$ cat config.mk
export PLATFORM = sky130hd
export DESIGN_NAME = rrtc_bank
export DESIGN_NICKNAME = d
export VERILOG_FILES = /design/src/rtl/rrtc_pkg.sv /design/src/rtl/rrtc_bank.sv
export SDC_FILE = /design/constraint.sdc
export NUM_CORES = 1
export LEC_CHECK = 0
export BUFFER_PORTS_ARGS = -buffer_cell sky130_fd_sc_hd__buf_2
export CORE_ASPECT_RATIO = 1.1
export CORE_MARGIN = 10
export CORE_UTILIZATION = 45
export DETAILED_ROUTE_END_ITERATION = 16
export PLACE_DENSITY = 0.68
export SLEW_MARGIN = 20
export SYNTH_ARGS = -nofsm -noshare
export SYNTH_HDL_FRONTEND = slang
export SYNTH_SLANG_ARGS = --single-unit
$ cat constraint.sdc
create_clock -name i_clock -period 8.7 [get_ports i_clock]
set_clock_uncertainty 0.15 [all_clocks]
set_input_delay 0.87 -clock i_clock [delete_from_list [all_inputs] [get_ports i_clock]]
set_output_delay 0.87 -clock i_clock [all_outputs]
set_load 0.01 [all_outputs]
$ cat src/rtl/rrtc_pkg.sv
// shared types and constants for the radio end and correction register bank
`default_nettype none
package rrtc_pkg;
  localparam int ADDR_W = 8;
  localparam int NREG   = 9;
  // register word indices, byte address is four times the index
  localparam logic [3:0] IX_END  = 4'h0;
  localparam logic [3:0] IX_RAMP = 4'h1;
  localparam logic [3:0] IX_SHP  = 4'h2;
  localparam logic [3:0] IX_ASK  = 4'h3;
  localparam logic [3:0] IX_LEN  = 4'h4;
  localparam logic [3:0] IX_MIX  = 4'h5;
  localparam logic [3:0] IX_FOC  = 4'h6;
  localparam logic [3:0] IX_TOC  = 4'h7;
  localparam logic [3:0] IX_MISC = 4'h8;
  localparam logic [3:0] IX_STAT = 4'h9;
  localparam logic [7:0] REG_RST [NREG] = '{8'h00, 8'h7F, 8'h56, 8'h0F, 8'h00,
                                           8'h00, 8'h20, 8'h0B, 8'h00};
  // writable bits, the rest read as zero
  localparam logic [7:0] REG_MASK [NREG] = '{8'h7F, 8'hFF, 8'hFF, 8'hFF, 8'hFF,
                                            8'h1F, 8'h3F, 8'hFF, 8'hFE};
  localparam logic [1:0] ST_IDLE  = 2'b00;
  localparam logic [1:0] ST_SYNTH = 2'b01;
  localparam logic [1:0] ST_TX    = 2'b10;
  localparam logic [1:0] ST_RX    = 2'b11;
  localparam logic [2:0] TERM_OFF = 3'b000;
  localparam logic [2:0] TERM_CS  = 3'b001;
  localparam logic [2:0] DIV_CS1  = 3'b010;
  localparam logic [2:0] DIV_CSN  = 3'b011;
  localparam logic [2:0] TERM_PQ  = 3'b100;
  localparam logic [2:0] DIV_PQ1  = 3'b101;
  localparam logic [2:0] DIV_PQN  = 3'b110;
  localparam logic [1:0] TOC_WIDE = 2'b11;
  localparam logic [5:0] AMP_LIN_MIN = 6'h03;
  localparam logic [3:0] HALF_16THS  = 4'h8;
  localparam logic [8:0] LEN_MAX     = 9'h100;

  typedef enum logic [4:0] {
    RRTC_IDLE  = 5'b00001,
    RRTC_SLEEP = 5'b00010,
    RRTC_SYNTH = 5'b00100,
    RRTC_TX    = 5'b01000,
    RRTC_RX    = 5'b10000
  } rrtc_state_t;

  typedef struct packed {
    logic       unused;
    logic       cal_wake;
    logic [1:0] after_tx_state_sel;
    logic       bad_packet_abort_en;
    logic [2:0] rx_term_antenna_sel;
  } rrtc_end_t;
  typedef struct packed {
    logic       spare;
    logic       amp_ramp_shape_en;
    logic [5:0] amp_target_level;
  } rrtc_ramp_t;
  typedef struct packed {
    logic [2:0] first_step_level;
    logic [2:0] second_step_level;
    logic [1:0] ramp_length_sel;
  } rrtc_shape_t;
  typedef struct packed {
    logic [1:0] amplitude_filter_bw;
    logic [5:0] amplitude_depth;
  } rrtc_ask_t;
  typedef struct packed {
    logic [2:0] unused;
    logic [2:0] mixer_if_sel;
    logic [1:0] spare;
  } rrtc_mix_t;
  typedef struct packed {
    logic [1:0] unused;
    logic       freq_corr_en;
    logic [1:0] freq_corr_cfg;
    logic       freq_corr_limit;
    logic [1:0] freq_corr_gain;
  } rrtc_foc_t;
  typedef struct packed {
    logic [1:0] timing_corr_limit;
    logic [2:0] timing_presync_window;
    logic [2:0] timing_postsync_window;
  } rrtc_toc_t;
  typedef struct packed {
    logic [1:0] after_rx_state_sel;
    logic       carrier_gate;
    logic       rx_limit_cfg;
    logic       raw_stream_en;
    logic       fixed_len_mode;
    logic       wor_used;
    logic       unused;
  } rrtc_misc_t;

  typedef struct packed {
    logic [5:0] amp_low_level;
    logic       keyed_off;
    logic       amp_special;
    logic       ramp_en;
    logic [3:0] first_step_16ths;
    logic [3:0] second_step_16ths;
    logic [5:0] ramp_8ths;
    logic [3:0] shape_32nds;
    logic [4:0] ask_scale_pct;
    logic [3:0] ask_mult;
    logic [8:0] frame_bytes;
    logic       frame_is_max;
    logic       if_zero;
    logic       if_positive;
    logic [3:0] if_div;
    logic       foc_active;
    logic       foc_in_synth;
    logic [3:0] foc_synth_shift;
    logic [3:0] freq_corr_limit_div;
    logic       foc_stop_after_sync;
    logic [3:0] foc_track_shift;
    logic       toc_block_mode;
    logic [8:0] toc_window_syms;
    logic [3:0] toc_prop_16ths;
    logic       timing_offset_correction_config_err;
  } rrtc_cfg_t;
endpackage
`default_nettype wire

$ cat src/rtl/rrtc_bank.sv
// radio end state, antenna termination and correction configuration bank
//
// What this block does
// - after-transmit selector picks next radio state
// - bad packet without abort stays receiving
// - bad packet with abort goes idle/sleep
// - code zero disables termination; 111 reserved
// - carrier sense single or continuous antenna switching
// - preamble quality single or continuous switching
// - one bit enables ramping and shaping, reset one
// - target level resets all ones; low special
// - two ramp steps in sixteenths
// - ramp length selects ramp and shape times
// - keying filter scale and cut-off multiplier
// - low level is target minus depth, zero when depth exceeds target
// - frame length zero means 256 bytes
// - mixer selects zero or divided IF
// - frequency correction placement and loop gain
// - synthesizer correction limit quarter or eighth
// - raw stream and gain form loop selector
// - timing offset limit, wide needs carrier gate
// - block integration window before sync
// - proportional scale factor when limit nonzero
// - after-receive selector picks next state
//
// The register offsets and the APB interface to the registers are this design's own decisions.
`default_nettype none
module rrtc_bank
  import rrtc_pkg::*;
(
  // clock and reset
  input  wire logic              i_clock,
  input  wire logic              i_reset,
  input  wire logic              i_clk_en,
  // apb slave
  input  wire logic              i_psel,
  input  wire logic              i_penable,
  input  wire logic              i_pwrite,
  input  wire logic [ADDR_W-1:0] i_paddr,
  input  wire logic [31:0]       i_pwdata,
  output logic      [31:0]       o_prdata,
  output logic                   o_pready,
  output logic                   o_pslverr,
  // radio events, one-cycle pulses from the modem
  input  wire logic              i_tx_start,
  input  wire logic              i_rx_start,
  input  wire logic              i_tx_done,
  input  wire logic              i_rx_good,
  input  wire logic              i_rx_bad,
  input  wire logic              i_rx_timeout,
  input  wire logic              i_sync_det,
  input  wire logic              i_cs_eval,
  input  wire logic              i_cs_ok,
  input  wire logic              i_pq_eval,
  input  wire logic              i_pq_ok,
  // radio control
  output rrtc_state_t            o_radio_state,
  output logic                   o_antenna,
  output logic                   o_rx_terminated,
  output rrtc_cfg_t              o_cfg
);
  logic [7:0]  rf [NREG];
  rrtc_end_t   end_r;
  rrtc_ramp_t  ramp_r;
  rrtc_shape_t shp_r;
  rrtc_ask_t   ask_r;
  rrtc_mix_t   mix_r;
  rrtc_foc_t   foc_r;
  rrtc_toc_t   toc_r;
  rrtc_misc_t  misc_r;
  logic        switched;
  logic        settled;
  logic        sync_seen;
  logic [3:0]  idx;
  logic        hit;
  logic        acc;
  logic [7:0]  rd_byte;
  rrtc_cfg_t   next_cfg;

  assign end_r  = rrtc_end_t'(rf[IX_END]);
  assign ramp_r = rrtc_ramp_t'(rf[IX_RAMP]);
  assign shp_r  = rrtc_shape_t'(rf[IX_SHP]);
  assign ask_r  = rrtc_ask_t'(rf[IX_ASK]);
  assign mix_r  = rrtc_mix_t'(rf[IX_MIX]);
  assign foc_r  = rrtc_foc_t'(rf[IX_FOC]);
  assign toc_r  = rrtc_toc_t'(rf[IX_TOC]);
  assign misc_r = rrtc_misc_t'(rf[IX_MISC]);

  function automatic rrtc_state_t sel_state(input logic [1:0] s);
    unique case (s)
      ST_IDLE:  sel_state = RRTC_IDLE;
      ST_SYNTH: sel_state = RRTC_SYNTH;
      ST_TX:    sel_state = RRTC_TX;
      ST_RX:    sel_state = RRTC_RX;
    endcase
  endfunction

  // shift of a power of two: value 1 << (base + s) encoded as base + s
  function automatic logic [3:0] pow2(input logic [1:0] s, input logic [3:0] base);
    pow2 = base + {2'b00, s};
  endfunction

  // apb decode: aligned words only
  assign idx = i_paddr[5:2];
  assign hit = (i_paddr[1:0] == 2'b00) && (i_paddr[ADDR_W-1:6] == '0)
               && (idx <= IX_STAT);
  assign acc = i_psel && i_penable && o_pready;

  always_comb begin
    if (idx == IX_STAT) begin
      rd_byte = {o_radio_state == RRTC_RX, switched, settled, o_radio_state};
    end else if (hit) begin
      rd_byte = rf[idx];
    end else begin
      rd_byte = 8'h00;
    end
  end

  // one wait state keeps read data and pready straight from flops
  always_ff @(posedge i_clock or posedge i_reset) begin
    if (i_reset) begin
      o_pready  <= 1'b0;
      o_prdata  <= 32'h0000_0000;
      o_pslverr <= 1'b0;
    end else if (i_clk_en) begin
      o_pready  <= i_psel && i_penable && !o_pready;
      o_prdata  <= {24'h00_0000, rd_byte};
      o_pslverr <= i_psel && i_penable && !o_pready && !hit;
    end
  end

  always_ff @(posedge i_clock or posedge i_reset) begin
    if (i_reset) begin
      for (int k = 0; k < NREG; k++) begin
        rf[k] <= REG_RST[k];
      end
    end else if (i_clk_en && acc && i_pwrite && hit && idx < IX_STAT) begin
      rf[idx] <= i_pwdata[7:0] & REG_MASK[idx];
    end
  end

  // radio end state machine with termination and antenna switching
  logic eval;
  logic ok;
  logic term;
  logic pq_mode;
  assign pq_mode = end_r.rx_term_antenna_sel[2];
  assign eval = !settled && (pq_mode ? i_pq_eval : i_cs_eval);
  assign ok   = pq_mode ? i_pq_ok : i_cs_ok;

  always_comb begin
    unique case (end_r.rx_term_antenna_sel)
      TERM_CS, TERM_PQ: term = eval && !ok;
      DIV_CS1, DIV_PQ1: term = eval && !ok && switched;
      default:          term = 1'b0; // off, continuous and reserved codes
    endcase
  end

  always_ff @(posedge i_clock or posedge i_reset) begin
    if (i_reset) begin
      o_radio_state   <= RRTC_IDLE;
      o_rx_terminated <= 1'b0;
    end else if (i_clk_en) begin
      o_rx_terminated <= 1'b0;
      unique case (o_radio_state)
        RRTC_TX: begin
          if (i_tx_done) begin
            o_radio_state <= sel_state(end_r.after_tx_state_sel);
          end
        end
        RRTC_RX: begin
          if (i_rx_bad) begin
            if (end_r.bad_packet_abort_en) begin
              o_radio_state <= misc_r.wor_used ? RRTC_SLEEP : RRTC_IDLE;
            end // else stays receiving
          end else if (i_rx_good) begin
            o_radio_state <= sel_state(misc_r.after_rx_state_sel);
          end else if (term || i_rx_timeout) begin
            o_radio_state   <= RRTC_IDLE;
            o_rx_terminated <= 1'b1;
          end else if (i_tx_start) begin
            o_radio_state <= RRTC_TX;
          end
        end
        default: begin
          if (i_tx_start) begin
            o_radio_state <= RRTC_TX;
          end else if (i_rx_start) begin
            o_radio_state <= RRTC_RX;
          end
        end
      endcase
    end
  end

  // antenna bookkeeping restarts on every entry to receive
  always_ff @(posedge i_clock or posedge i_reset) begin
    if (i_reset) begin
      o_antenna <= 1'b0;
      switched  <= 1'b0;
      settled   <= 1'b0;
    end else if (i_clk_en) begin
      if (o_radio_state != RRTC_RX) begin
        switched <= 1'b0;
        settled  <= 1'b0;
      end else if (eval && ok) begin
        settled <= 1'b1;
      end else if (eval) begin
        unique case (end_r.rx_term_antenna_sel)
          DIV_CS1, DIV_PQ1: begin
            if (!switched) begin
              o_antenna <= !o_antenna;
              switched  <= 1'b1;
            end
          end
          DIV_CSN, DIV_PQN: begin
            o_antenna <= !o_antenna;
            switched  <= 1'b1;
          end
          default: ;
        endcase
      end
    end
  end

  // sync detection moves synthesizer correction back after the filter
  always_ff @(posedge i_clock or posedge i_reset) begin
    if (i_reset) begin
      sync_seen <= 1'b0;
    end else if (i_clk_en) begin
      if (o_radio_state != RRTC_RX) begin
        sync_seen <= 1'b0;
      end else if (i_sync_det) begin
        sync_seen <= 1'b1;
      end
    end
  end

  // derived settings, registered so every output is a flop
  always_comb begin
    next_cfg = '0;
    next_cfg.ramp_en     = ramp_r.amp_ramp_shape_en;
    next_cfg.amp_special = ramp_r.amp_target_level < AMP_LIN_MIN;
    next_cfg.first_step_16ths  = {1'b0, shp_r.first_step_level};
    next_cfg.second_step_16ths = HALF_16THS | {1'b0, shp_r.second_step_level};
    next_cfg.ramp_8ths   = 6'(3) << (shp_r.ramp_length_sel == 2'b00 ? 3'd0
                           : 3'({1'b0, shp_r.ramp_length_sel} + 3'd1));
    next_cfg.shape_32nds = 4'(1) << shp_r.ramp_length_sel;
    unique case (ask_r.amplitude_filter_bw)
      2'b00: next_cfg.ask_scale_pct = 5'd28;
      2'b01: next_cfg.ask_scale_pct = 5'd18;
      2'b10: next_cfg.ask_scale_pct = 5'd15;
      2'b11: next_cfg.ask_scale_pct = 5'd14;
    endcase
    next_cfg.ask_mult = misc_r.rx_limit_cfg ? 4'd8 : 4'd4;
    if (ramp_r.amp_target_level > ask_r.amplitude_depth) begin
      next_cfg.amp_low_level = ramp_r.amp_target_level - ask_r.amplitude_depth;
    end
    next_cfg.keyed_off    = next_cfg.amp_low_level == 6'h00;
    next_cfg.frame_bytes  = rf[IX_LEN] == 8'h00 ? LEN_MAX : {1'b0, rf[IX_LEN]};
    next_cfg.frame_is_max = !misc_r.fixed_len_mode;
    next_cfg.if_zero      = mix_r.mixer_if_sel[1:0] == 2'b00;
    next_cfg.if_positive  = mix_r.mixer_if_sel[2];
    unique case (mix_r.mixer_if_sel[1:0])
      2'b01:   next_cfg.if_div = 4'd4;
      2'b10:   next_cfg.if_div = 4'd6;
      2'b11:   next_cfg.if_div = 4'd8;
      default: next_cfg.if_div = 4'd0;
    endcase
    next_cfg.foc_active   = foc_r.freq_corr_en;
    next_cfg.foc_in_synth = foc_r.freq_corr_en && foc_r.freq_corr_cfg != 2'b00
                            && !sync_seen;
    if (foc_r.freq_corr_cfg != 2'b00) begin
      next_cfg.foc_synth_shift = pow2(foc_r.freq_corr_cfg - 2'd1, 4'd7);
      next_cfg.freq_corr_limit_div   = foc_r.freq_corr_limit ? 4'd8 : 4'd4;
    end
    if (misc_r.raw_stream_en) begin
      next_cfg.foc_track_shift = pow2(foc_r.freq_corr_gain, 4'd7);
    end else if (foc_r.freq_corr_gain == 2'b00) begin
      next_cfg.foc_stop_after_sync = 1'b1;
    end else begin
      next_cfg.foc_track_shift = pow2(foc_r.freq_corr_gain - 2'd1, 4'd5);
    end
    next_cfg.timing_offset_correction_config_err = toc_r.timing_corr_limit == 2'b10
      || (toc_r.timing_corr_limit == TOC_WIDE && !misc_r.carrier_gate);
    next_cfg.toc_block_mode = toc_r.timing_corr_limit == 2'b00;
    if (next_cfg.toc_block_mode) begin
      if (!toc_r.timing_presync_window[2] || !toc_r.timing_presync_window[1]) begin
        next_cfg.toc_window_syms = 9'(8) << toc_r.timing_presync_window;
      end
    end else begin
      unique case (toc_r.timing_presync_window)
        3'b000:  next_cfg.toc_prop_16ths = 4'd8;
        3'b001:  next_cfg.toc_prop_16ths = 4'd6;
        3'b010:  next_cfg.toc_prop_16ths = 4'd2;
        default: next_cfg.toc_prop_16ths = 4'd1;
      endcase
    end
  end

  always_ff @(posedge i_clock or posedge i_reset) begin
    if (i_reset) begin
      o_cfg <= '0;
    end else if (i_clk_en) begin
      o_cfg <= next_cfg;
    end
  end
endmodule // rrtc_bank
`default_nettype wire

==> key figures, run 1 <==
Placed design
  • IO buf count: 122
  • Instance area at placement: 8650 sq um
  • Weighted congestion reported at the end of routability-driven placement: 0.868
  • DP Wirelength: 15.1 mm

Clock network
  • Num CTS Buffers: 17
  • Level count of the clock H-tree: 4
  • Number of buffers added to fix hold violations after cts: 0
  • Worst-Skew Late Latency: 0.43 ns
  • Post-cts gate resize count: 0
  • Number of buffers on the longest clock path: 2
  • Num Clock Sinks: 159
  • Register clock-pin slew on the reported worst setup and hold paths: 0.06 ns
  • Clock root buffer: clkbuf_16
  • CTS tree: yes
  • Post-CTS setup repair buffer count: 0

Global route
  • Overall routing resource usage: 17.7%
  • Grt ovf: 0
  • Maximum number of pins on one net before global-route repair: 99
  • Vias in the first global route: 5950
  • Global-route wire length before repair: 33.4 mm
  • Number of antenna violations at the first check in global routing: 2

Worst setup path
  • Cell repeated most along the worst path: a21oi_1
  • Startpoint kind of the worst setup timing path: input pin
  • Max Fanout on Critical Path: 20
  • Kind of end point of the critical path: flip-flop
  • Top delay family on crit path: compound AO/OA/AOI/OAI gates
  • Cell-by-cell trace of the critical path: buf_2, inv_1, ha_1, or3b_2, a21o_2, a2111oi_0, a21oi_1, a21oi_1
  • CP Launch Point: i_paddr[3]
  • Critical Setup Path Class: input pin to flip-flop
  • Slowest CP cell: a2111oi_0
  • Data required, critical path: 8.90 ns
  • Bufs and invs on worst path: 2
  • Worst path arrival time: 3.51 ns
  • Max incr delay on CP: 0.61 ns
  • Reg2Reg Launch Point: ask_r[0]

Logic synthesis
  • Mean cell area of the mapped netlist: 11.3 sq um
  • Leading register cell type out of synthesis: dfrtp_1
  • Count of mapped cells out of synthesis: 707
  • Syn. warnings: 0
  • Cell area after synthesis: 8000 sq um
  • Sequential fraction of the synthesis area: 50.1%
  • Ys async rst share: 100%
  • Number of unique standard cell types used by synthesis: 66
  • #FFs+latches synth: 159
  • Number of enable-type register cells in the synthesized netlist: 0

STA
  • Fmax: 303 MHz
  • Remaining max-slew budget at the tightest pin: 40.2%
  • Shortest clock period the worst path allows after layout: 3.31 ns
  • Setup total negative slack: 0 ns
  • Setup violators final: 0
  • Number of max-slew violations in the final report: 0
  • Period utilisation layout: 38.0%
  • Hold violation count in the final report: 0
  • Unrepaired setup endpoints after global routing: false
  • Transition time at the pin with the least slew margin: 0.898 ns

Run
  • Max-capacitance violation count: 0

Final layout
  • Area growth from synthesis to layout: 15.9%
  • Util after Layout: 52.6%
  • Sequential cell area: 4000 sq um
  • Layout filler cell count: 1559
  • Total area of multi-input combinational cells: 3570 sq um
  • Final std cell area, no fill: 9270 sq um
  • Number of nets in the layout: 893
  • Layout cells sized above 1: 35.7%

Power
  • Worst-case vdd ir drop: 0.000151 V
  • Pleak: 0.00446 uW
  • Switching portion of total power: 24.5%
  • Internal power: 1310 uW
  • Flop pwr share: 44.7%
  • Comb pwr share: 9.7%
  • Sw Pwr: 427 uW
  • Power density relative to cell area: 188 nW/um^2
  • Part of the total power dissipated in the clock network: 45.6%

Routing
  • Post-Route WL: 20.8 mm
  • Antenna-violating nets left: 0
  • Detailed-route DRC error count: 0
  • DR iter-0 viols: 364
  • First-pass DRT Iterations: 5
  • Vias per Instance: 5.39
  • Total vias in the final route: 5747
  • Post-detailed-route wirelength per cell: 19.5 microns

Floorplanning
  • Standard cell core area: 17600 sq um
  • Die outline area: 23500 sq um
  • Die Wd: 147 microns
  • I/O pin count: 180
  • Die Span Y: 160 microns
  • Number of rows created at floorplan: 51
  • Initial Utilization: 45.4%

Min path
  • Start point of the worst min-delay path: o_antenna
  • Min-Delay Path Class: flip-flop to flip-flop

Outcome
  • Status: finished clean
[synthesized netlist by cell type, drive strengths merged, types with 2 or more instances]
cell type | number | area, sq um
a31oi | 5 | 31.3
or3b | 2 | 17.5
nand3 | 10 | 50.1
o21ai | 31 | 155
o2bb2ai | 10 | 87.6
mux2 | 89 | 1000
a21boi | 2 | 15.0
dfrtp | 139 | 3480
a21o | 5 | 38.8
o31ai | 9 | 81.3
clkbuf | 20 | 75.1
nor3 | 8 | 40.0
a211oi | 4 | 30.0
nor4b | 3 | 41.3
buf | 49 | 337
o22a | 2 | 17.5
nor2b | 4 | 25.0
mux4 | 12 | 270
o21a | 3 | 22.5
or3 | 4 | 30.0
or2 | 5 | 31.3
nor2 | 44 | 165
mux2i | 7 | 70.1
xor2 | 4 | 35.0
dfstp | 20 | 526
nor4 | 8 | 50.1
a21oi | 33 | 165
and3 | 3 | 18.8
o32ai | 5 | 43.8
nor3b | 2 | 15.0
a22o | 2 | 17.5
nand4 | 2 | 12.5
inv | 35 | 131
a2111oi | 5 | 43.8
and2 | 3 | 18.8
nand3b | 4 | 30.0
nand2b | 9 | 56.3
xnor2 | 4 | 35.0
ha | 21 | 263
o22ai | 3 | 18.8
a311oi | 2 | 17.5
nand2 | 58 | 233
[per-stage QoR]
stage / setup WS [ns] / hold slack, ns / instances / total power (uW)
after floorplan: 3.42 / 0.287 / 739 / 914
after global placement: 5.10 / 0.301 / 1033 / 958
after detailed placement: 5.06 / 0.295 / 1033 / 960
after CTS: 5.51 / 0.317 / 1065 / 1760
after global routing: 5.33 / 0.340 / 1065 / 1800
final: 5.39 / 0.308 / 1066 / 1740
[per-layer routing]
metal  global-route usage (%)  up-vias  wire, microns
li1                         -     2674              -
met1                     22.8     2855           9320
met2                     28.0      191           9570
met3                     5.20       25           1520
met4                     5.77        2            338
met5                        0        -             13
[cell families (layout without fill, tap and decap cells)]
logic type	after synthesis	in the layout	share of synthesized area, %
compound gates	131	131	10.9
mux	108	108	16.8
xor+xnor	8	8	0.876
simple gates	173	173	10.9
flops	159	159	50.1
fa+ha+maj	22	22	3.54
other cells	1	34	0.0469
buf+inv	105	193	6.84
[sequential cells by signal, summed over array words and instances, names as in the netlist]
register         flops
switched             1
o_pready             1
o_pslverr            1
end_r                8
shp_r                8
o_radio_state        5
ramp_r               8
o_prdata             8
sync_seen            1
o_antenna            1
foc_r                8
misc_r               8
toc_r                8
ask_r                8
settled              1
o_rx_terminated      1
mix_r                8
o_cfg               67
rf                   8
[worst paths after layout]
check | to | slack (ns) | depth (start not counted)
max reg2reg | o_cfg[81] | 6.12 | 8
max in group asynchronous | shp_r[3] | 6.56 | 3
min reg2reg | o_antenna | 0.31 | 1
min | o_antenna | 0.31 | 1
min in group asynchronous | o_cfg[24] | 0.49 | 2
max | o_prdata[5] | 5.39 | 8
[cells in the final DEF (no fill, tap or decap), types with 20 or more instances in the layout]
cell type  Yosys  final
ha_1          21     21
dfrtp_1      139    139
inv_1         35     34
conb_1         1     33
buf_2          5    121
o21ai_0       31     31
mux2_2        89     89
a21oi_1       33     33
dfstp_2       20     20
nor2_1        44     44
nand2_1       52     52
[power groups by stage]
stage,Clock [uW],Sequential [uW],Combinational (uW)
after global routing,835,780,189
final,793,777,169
after floorplan,0,792,122
after detailed placement,0,790,170
after CTS,809,777,170
after global placement,0,789,169
[final cells by class]
class | count | area share (%)
clock inverters | 10 | 1.73
repair buffers | 125 | 6.85
flip-flops and latches | 159 | 43.2
multi-input cells | 475 | 38.5
diodes | 1 | 0.0270
inverters | 36 | 1.51
well taps | 238 | 3.21
clock buffers | 22 | 5.01
No activity file was read; power rests on OpenSTA's default activity.
==> inputs of run 2 (changes only) <==
==> constraint.sdc (replaced) <==
create_clock -name i_clock -period 3.2 [get_ports i_clock]
set_clock_uncertainty 0.15 [all_clocks]
set_input_delay 0.32 -clock i_clock [delete_from_list [all_inputs] [get_ports i_clock]]
set_output_delay 0.32 -clock i_clock [all_outputs]
set_load 0.01 [all_outputs]
==> run 2 against run 1 <==
First-iteration DRC count fell by 6.6%. Hold slack lost 0.26 ns. Cell count is 1.0% higher. Design area is 1.6% higher. Sequential cell count unchanged. Combinational power rose to 2.8 times the previous value. Register-to-register slack worse by 5.3 ns. Highest routed layer unchanged.
==> key figures, run 2 (same netlist as run 1, synthesis figures left out) <==
Worst setup path
  • Max incr delay on CP: 0.48 ns
  • Worst-case register-to-register setup slack: 0.79 ns
  • Worst path arrival time: 2.57 ns
  • Worst Reg2Reg Path Length in Cells: 4
  • Max Fanout on Critical Path: 7
  • Bufs and invs on worst path: 0
  • Critical Setup Path Class: flip-flop to flip-flop
  • Top delay family on crit path: simple AND/OR/NAND/NOR gates
  • Reg2Reg Launch Point: o_radio_state[2]
  • Slowest CP cell: or3_1
  • Startpoint kind of the worst setup timing path: flip-flop
  • Reg2reg end: o_radio_state[2]
  • Kind of end point of the critical path: flip-flop
  • Cell repeated most along the worst path: or3_1
  • Data required, critical path: 3.36 ns
  • Cell-by-cell trace of the critical path: or3_1, or3_1, o31ai_4, mux2_2

Floorplanning
  • Standard cell core area: 17600 sq um
  • Die Wd: 147 microns
  • Number of rows created at floorplan: 51
  • Die outline area: 23500 sq um
  • I/O pin count: 180
  • Die Span Y: 160 microns
  • Initial Utilization: 45.4%

Routing
  • Antenna-violating nets left: 0
  • Detailed-route DRC error count: 0
  • Total vias in the final route: 5762
  • First-pass DRT Iterations: 5
  • DR iter-0 viols: 340
  • Post-Route WL: 20.6 mm
  • Vias per Instance: 5.35
  • Post-detailed-route wirelength per cell: 19.2 microns

STA
  • Hold violation count in the final report: 0
  • Transition time at the pin with the least slew margin: 0.777 ns
  • WHS: 0.0528 ns
  • Shortest clock period the worst path allows after layout: 2.41 ns
  • Fmax: 415 MHz
  • Number of max-slew violations in the final report: 0
  • Period utilisation layout: 75.3%
  • Unrepaired setup endpoints after global routing: false
  • Setup violators final: 0
  • Setup total negative slack: 0 ns
  • Remaining max-slew budget at the tightest pin: 46.8%

Min path
  • Hold Path Stages: 3
  • Min-Delay Endpoint: o_rx_terminated
  • Min-Delay Path Class: input pin to flip-flop
  • Start point of the worst min-delay path: i_rx_timeout

Placed design
  • IO buf count: 122
  • DP Wirelength: 15.3 mm
  • Weighted congestion reported at the end of routability-driven placement: 0.893

Run
  • Max-capacitance violation count: 0

Power
  • Worst-case vdd ir drop: 0.000354 V
  • Pleak: 0.00452 uW
  • Power density relative to cell area: 513 nW/um^2

Clock network
  • Worst-Skew Late Latency: 0.43 ns
  • Num CTS Buffers: 17
  • Clock root buffer: clkbuf_16
  • Level count of the clock H-tree: 4
  • Post-cts gate resize count: 0
  • CTS tree: yes
  • Register clock-pin slew on the reported worst setup and hold paths: 0.06 ns
  • Num Clock Sinks: 159
  • Number of buffers on the longest clock path: 2

Global route
  • Global-route wire length before repair: 33.1 mm
  • Maximum number of pins on one net before global-route repair: 64
  • Number of antenna violations at the first check in global routing: 1
  • Vias in the first global route: 5919
  • Overall routing resource usage: 17.6%
  • Grt ovf: 0

Final layout
  • Number of nets in the layout: 904
  • Leading cell type in the layout, fill and taps excluded: dfrtp_1
  • Util after Layout: 53.5%
  • Max reg flops: 67
  • Register containing the most flip-flops in the final layout: o_cfg
  • Top library cells by usage in the layout, fill and taps aside: dfrtp_1, buf_2, mux2_2
  • Area growth from synthesis to layout: 17.7%
  • Layout cells sized above 1: 36.5%

Outcome
  • Status: finished clean
==> run 2: cell count changes in the layout (fill, tap and decap cells not counted), sizes merged <==
cell         before  now
buf             125  133
bufinv            4    5
clkbuf           22   18
clkinv            6    5
clkinvlp          1    6
dlygate4sd3       0    3
inv              35   34
==> run 2: worst min-delay path, stage by stage <==
cell     delay (ns)
buf_2          0.10
nor2_1         0.09
o41ai_1        0.07
==> run 2: how the worst max path moves through the flow <==
| stage | from | endpoint | slack [ns] | cells after the start |
|---|---|---|---|---|
| 6_report | o_radio_state[2] | o_radio_state[2] | 0.79 | 4 |
| 5_1_grt | o_radio_state[2] | o_radio_state[4] | 0.71 | 4 |
| 4_1_cts | o_radio_state[2] | o_radio_state[2] | 0.80 | 4 |
| 3_5_place_dp | i_paddr[1] | shp_r[7] | 0.55 | 6 |
| 3_3_place_gp | i_paddr[1] | shp_r[7] | 0.54 | 6 |
| 2_1_floorplan | i_paddr[3] | o_prdata[2] | 0.42 | 9 |
==> run 2: layer usage <==
| layer | vias up | GRT usage [%] | share of wire, % |
|---|---|---|---|
| li1 | 2692 | - | - |
| met1 | 2838 | 23.6 | 45 |
| met2 | 206 | 26.3 | 46 |
| met3 | 24 | 5.31 | 8.0 |
| met4 | 2 | 6.36 | 1.5 |
| met5 | - | 0 | 0.082 |
==> run 2: report_power, final <==
group	internal (uW)	switching, uW
registers	2060	55.1
logic	175	296
clock network	1400	839
==> run 2: area by class of cell <==
cell class / count / area (sq um)
Fill cell: 1571 / 8200
Clock inverter: 14 / 215
Clock buffer: 18 / 439
Tap cell: 238 / 298
Multi-Input combinational cell: 475 / 3570
Inverter: 36 / 139
Antenna cell: 1 / 2.50
Timing Repair Buffer: 136 / 751
Sequential cell: 159 / 4000
==> run 2: timing repair <==
action | in CTS | in global routing
setup buffers | 0 | 0
hold buffers | 3 | 0
endpoints found under the setup margin | 0 | 0
hold endpoints to repair | 31 | 0
==> run 2: metrics by stage <==
step / setup WS [ns] / power (uW) / instance area [sq um] / cells
floorplan: 0.421 / 2490 / 8120 / 739
global placement: 0.544 / 2610 / 8730 / 1041
detailed placement: 0.552 / 2620 / 8730 / 1041
CTS: 0.801 / 4860 / 9410 / 1076
global route: 0.711 / 5010 / 9410 / 1076
finish: 0.791 / 4830 / 9420 / 1077
==> inputs of run 3 (changes only) <==
--- a/config.mk
+++ b/config.mk
@@ -5,6 +5,7 @@
 export SDC_FILE = /design/constraint.sdc
 export NUM_CORES = 1
 export LEC_CHECK = 0
+export ABC_AREA = 1
 export BUFFER_PORTS_ARGS = -buffer_cell sky130_fd_sc_hd__buf_2
 export CORE_ASPECT_RATIO = 1.1
 export CORE_MARGIN = 10
==> constraint.sdc (replaced) <==
create_clock -name i_clock -period 2.32 [get_ports i_clock]
set_clock_uncertainty 0.15 [all_clocks]
set_input_delay 0.232 -clock i_clock [delete_from_list [all_inputs] [get_ports i_clock]]
set_output_delay 0.232 -clock i_clock [all_outputs]
set_load 0.01 [all_outputs]
==> run 3 against run 2 <==
Die area grew 1.5%. Hold slack lost 0.036 ns. Sequential cell count is the same. Largest power group unchanged. First-iteration DRC count grew 110%. Maximum frequency grew 11%. Sequential power grew 37%. Synthesized cell count grew 44%. Cell count grew 30%. Core utilization grew 1.1 points. Register-to-register slack lost 0.65 ns. Clock-buffer cell count grew 6.
==> key figures, run 3 <==
Floorplanning
  • Die outline area: 23900 sq um
  • Number of rows created at floorplan: 51
  • I/O pin count: 180
  • Standard cell core area: 17700 sq um
  • Die Wd: 148 microns
  • Die Span Y: 161 microns
  • Initial Utilization: 45.9%

Final layout
  • Top library cells by usage in the layout, fill and taps aside: nand2_1, dfrtp_1, buf_2
  • Final std cell area, no fill: 9680 sq um
  • Register containing the most flip-flops in the final layout: o_cfg
  • Number of nets in the layout: 1224
  • Layout filler cell count: 1679
  • Leading cell type in the layout, fill and taps excluded: nand2_1
  • Util after Layout: 54.5%
  • Max reg flops: 67
  • Layout cells sized above 1: 18.7%
  • Sequential cell area: 4000 sq um
  • Area growth from synthesis to layout: 19.0%
  • Total area of multi-input combinational cells: 3430 sq um
  • Post-Layout Cell Count: 1396
  • Antenna diode instance count: 0

Clock network
  • Level count of the clock H-tree: 4
  • Register clock-pin slew on the reported worst setup and hold paths: 0.06 ns
  • Num Clock Sinks: 159
  • Clock root buffer: clkbuf_16
  • Num CTS Buffers: 17
  • Worst-Skew Late Latency: 0.43 ns
  • Number of buffers on the longest clock path: 2
  • CTS tree: yes

Placed design
  • Instance area at placement: 8940 sq um
  • Setup WS pre-CTS: 0.0197 ns
  • IO buf count: 122
  • Weighted congestion reported at the end of routability-driven placement: 0.919
  • DP Wirelength: 16.9 mm
  • Placed Instances: 1359

Power
  • Worst-case vdd ir drop: 0.000548 V
  • Power density relative to cell area: 700 nW/um^2
  • Pleak: 0.00509 uW

Routing
  • Antenna-violating nets left: 0
  • First-pass DRT Iterations: 5
  • Post-detailed-route wirelength per cell: 16.5 microns
  • Detailed-route DRC error count: 0
  • Post-Route WL: 23.0 mm
  • Total vias in the final route: 7161
  • Vias per Instance: 5.13
  • DR iter-0 viols: 708

Logic synthesis
  • #FFs+latches synth: 159
  • Xor/xnor cell area share of the yosys netlist: 0.323%
  • Number of unique standard cell types used by synthesis: 44
  • Share of Yosys cell area claimed by the top area cell type: 42.8%
  • Multiplexer fraction of the synthesized cell area: 0%
  • Syn. warnings: 0
  • Ys async rst share: 100%
  • Cell area after synthesis: 8130 sq um
  • Main area contributors after synthesis: dfrtp_1, nand2_1, dfstp_2
  • Leading register cell type out of synthesis: dfrtp_1
  • Complex-gate fraction of the synthesized area: 11.0%
  • Sequential fraction of the synthesis area: 49.2%
  • Cell type with the largest total area after synthesis: dfrtp_1
  • Adder and majority cell fraction of the synthesized area: 3.48%
  • Mean cell area of the mapped netlist: 8.00 sq um
  • Count of mapped cells out of synthesis: 1017
  • Number of enable-type register cells in the synthesized netlist: 0
  • Most used standard cell by instance count after synthesis: nand2_1
  • Simple-gate share of the synthesized area: 25.6%
  • Top cell types by occurrence after synthesis: nand2_1, dfrtp_1, inv_1
  • Dominant combinational cell family by area after synthesis: simple AND/OR/NAND/NOR gates

Global route
  • Global-route wire length before repair: 37.3 mm
  • Number of antenna violations at the first check in global routing: 0
  • Vias in the first global route: 7051
  • Maximum number of pins on one net before global-route repair: 90
  • Grt ovf: 0
  • Overall routing resource usage: 19.5%

STA
  • Slack of the critical path: 0.141 ns
  • Hold violation count in the final report: 0
  • Setup total negative slack: 0 ns
  • Shortest clock period the worst path allows after layout: 2.18 ns
  • Transition time at the pin with the least slew margin: 0.573 ns
  • Setup violators final: 0
  • Period utilisation layout: 93.9%
  • Fmax: 459 MHz
  • Remaining max-slew budget at the tightest pin: 61.7%
  • Number of max-slew violations in the final report: 0

Min path
  • Min-Delay Path Class: input pin to flip-flop

Worst setup path
  • Kind of end point of the critical path: flip-flop
  • Startpoint kind of the worst setup timing path: flip-flop
  • Max Fanout on Critical Path: 5
  • Worst path arrival time: 2.35 ns
  • Critical Setup Path Class: flip-flop to flip-flop
  • Worst-case register-to-register setup slack: 0.14 ns
  • Data required, critical path: 2.49 ns

Run
  • Max-capacitance violation count: 0

Outcome
  • Status: finished clean
run 3: cell types whose count changed in the layout (fill, tap and decap cells not counted), sizes merged, moves of 6 or more:
cell,delta
nand4,+11
nand3,+71
mux2i,-7
nor2,+36
nand2,+253
mux2,-89
inv,+58
o21ai,+64
nand2b,-9
mux4,-12
clkbuf,+6
o2bb2ai,-10
buf,+15
o211ai,+6
run 3: worst max-delay path, stage by stage (launching register included):
cell and delay [ns]:
dfstp_2 0.54, inv_1 0.06, ha_1 0.21, inv_2 0.08, fa_2 0.21, inv_1 0.07, o21ai_1 0.16, nand2_1 0.08
nand2_2 0.10, nand2_1 0.09, nor2_1 0.11, nand2_1 0.07, nand3_1 0.09, nand2_1 0.05
run 3: area by class of cell:
class                      instances  share of cell area, %
clock buffer                      24                   5.19
clock inverter                     8                   1.81
inverter                          93                   3.65
multi-input combinational        721                   35.4
sequential                       159                   41.4
tap                              238                   3.08
timing repair buffer             153                   9.49
run 3: cells by family (layout without fill, tap and decap cells):
logic type | after synthesis | in the layout
AND/OR/NAND/NOR | 500 | 500
AO/OA/AOI/OAI | 163 | 163
other | 1 | 33
flip-flops | 159 | 159
buffers and inverters | 169 | 278
XOR/XNOR | 3 | 3
adder cells (fa/ha/maj) | 22 | 22
run 3: what timing repair did:
action | in CTS | in global routing
endpoints found under the setup margin | 0 | 3
hold buffers | 5 | 0
hold endpoints to repair | 144 | 0
setup buffers | 0 | 0
gates resized for setup | 0 | 4
run 3: stage by stage:
stage | total power (uW) | hold slack (ns)
after floorplan | 3400 | 0.193
after global placement | 3630 | 0.258
after detailed placement | 3640 | 0.256
after CTS | 6820 | 0.00104
after global routing | 7050 | 0.0248
final | 6770 | 0.0172
run 3: worst paths after layout:
| kind | startpoint | end | cells past startpoint |
|---|---|---|---|
| worst max-delay path | ramp_r[0] | o_cfg[75] | 13 |
| worst min-delay path | i_pwdata[3] | toc_r[3] | 3 |
| worst max register to register | ramp_r[0] | o_cfg[75] | 13 |
| worst min register to register | sync_seen | o_cfg[28] | 1 |
| max in group asynchronous | i_reset | foc_r[5] | 4 |
| min in group asynchronous | i_reset | o_cfg[60] | 4 |
run 3: report_power, final:
part	switching (uW)	internal [uW]	leakage, uW
clock	1110	2060	0.000327
sequential	50.5	2850	0.00207
combinational	495	207	0.00269
total	1660	5110	0.00509
run 3: layer usage:
metal / track usage [%] / share of wire (%) / wire length, microns / vias to the layer above
met2: 31.7 / 49 / 11300 / 253
met5: 0 / 0 / 0 / -
met3: 5.20 / 7.1 / 1640 / 50
met1: 23.6 / 40 / 9310 / 3383
met4: 9.06 / 3.4 / 772 / 0
li1: - / - / - / 3475
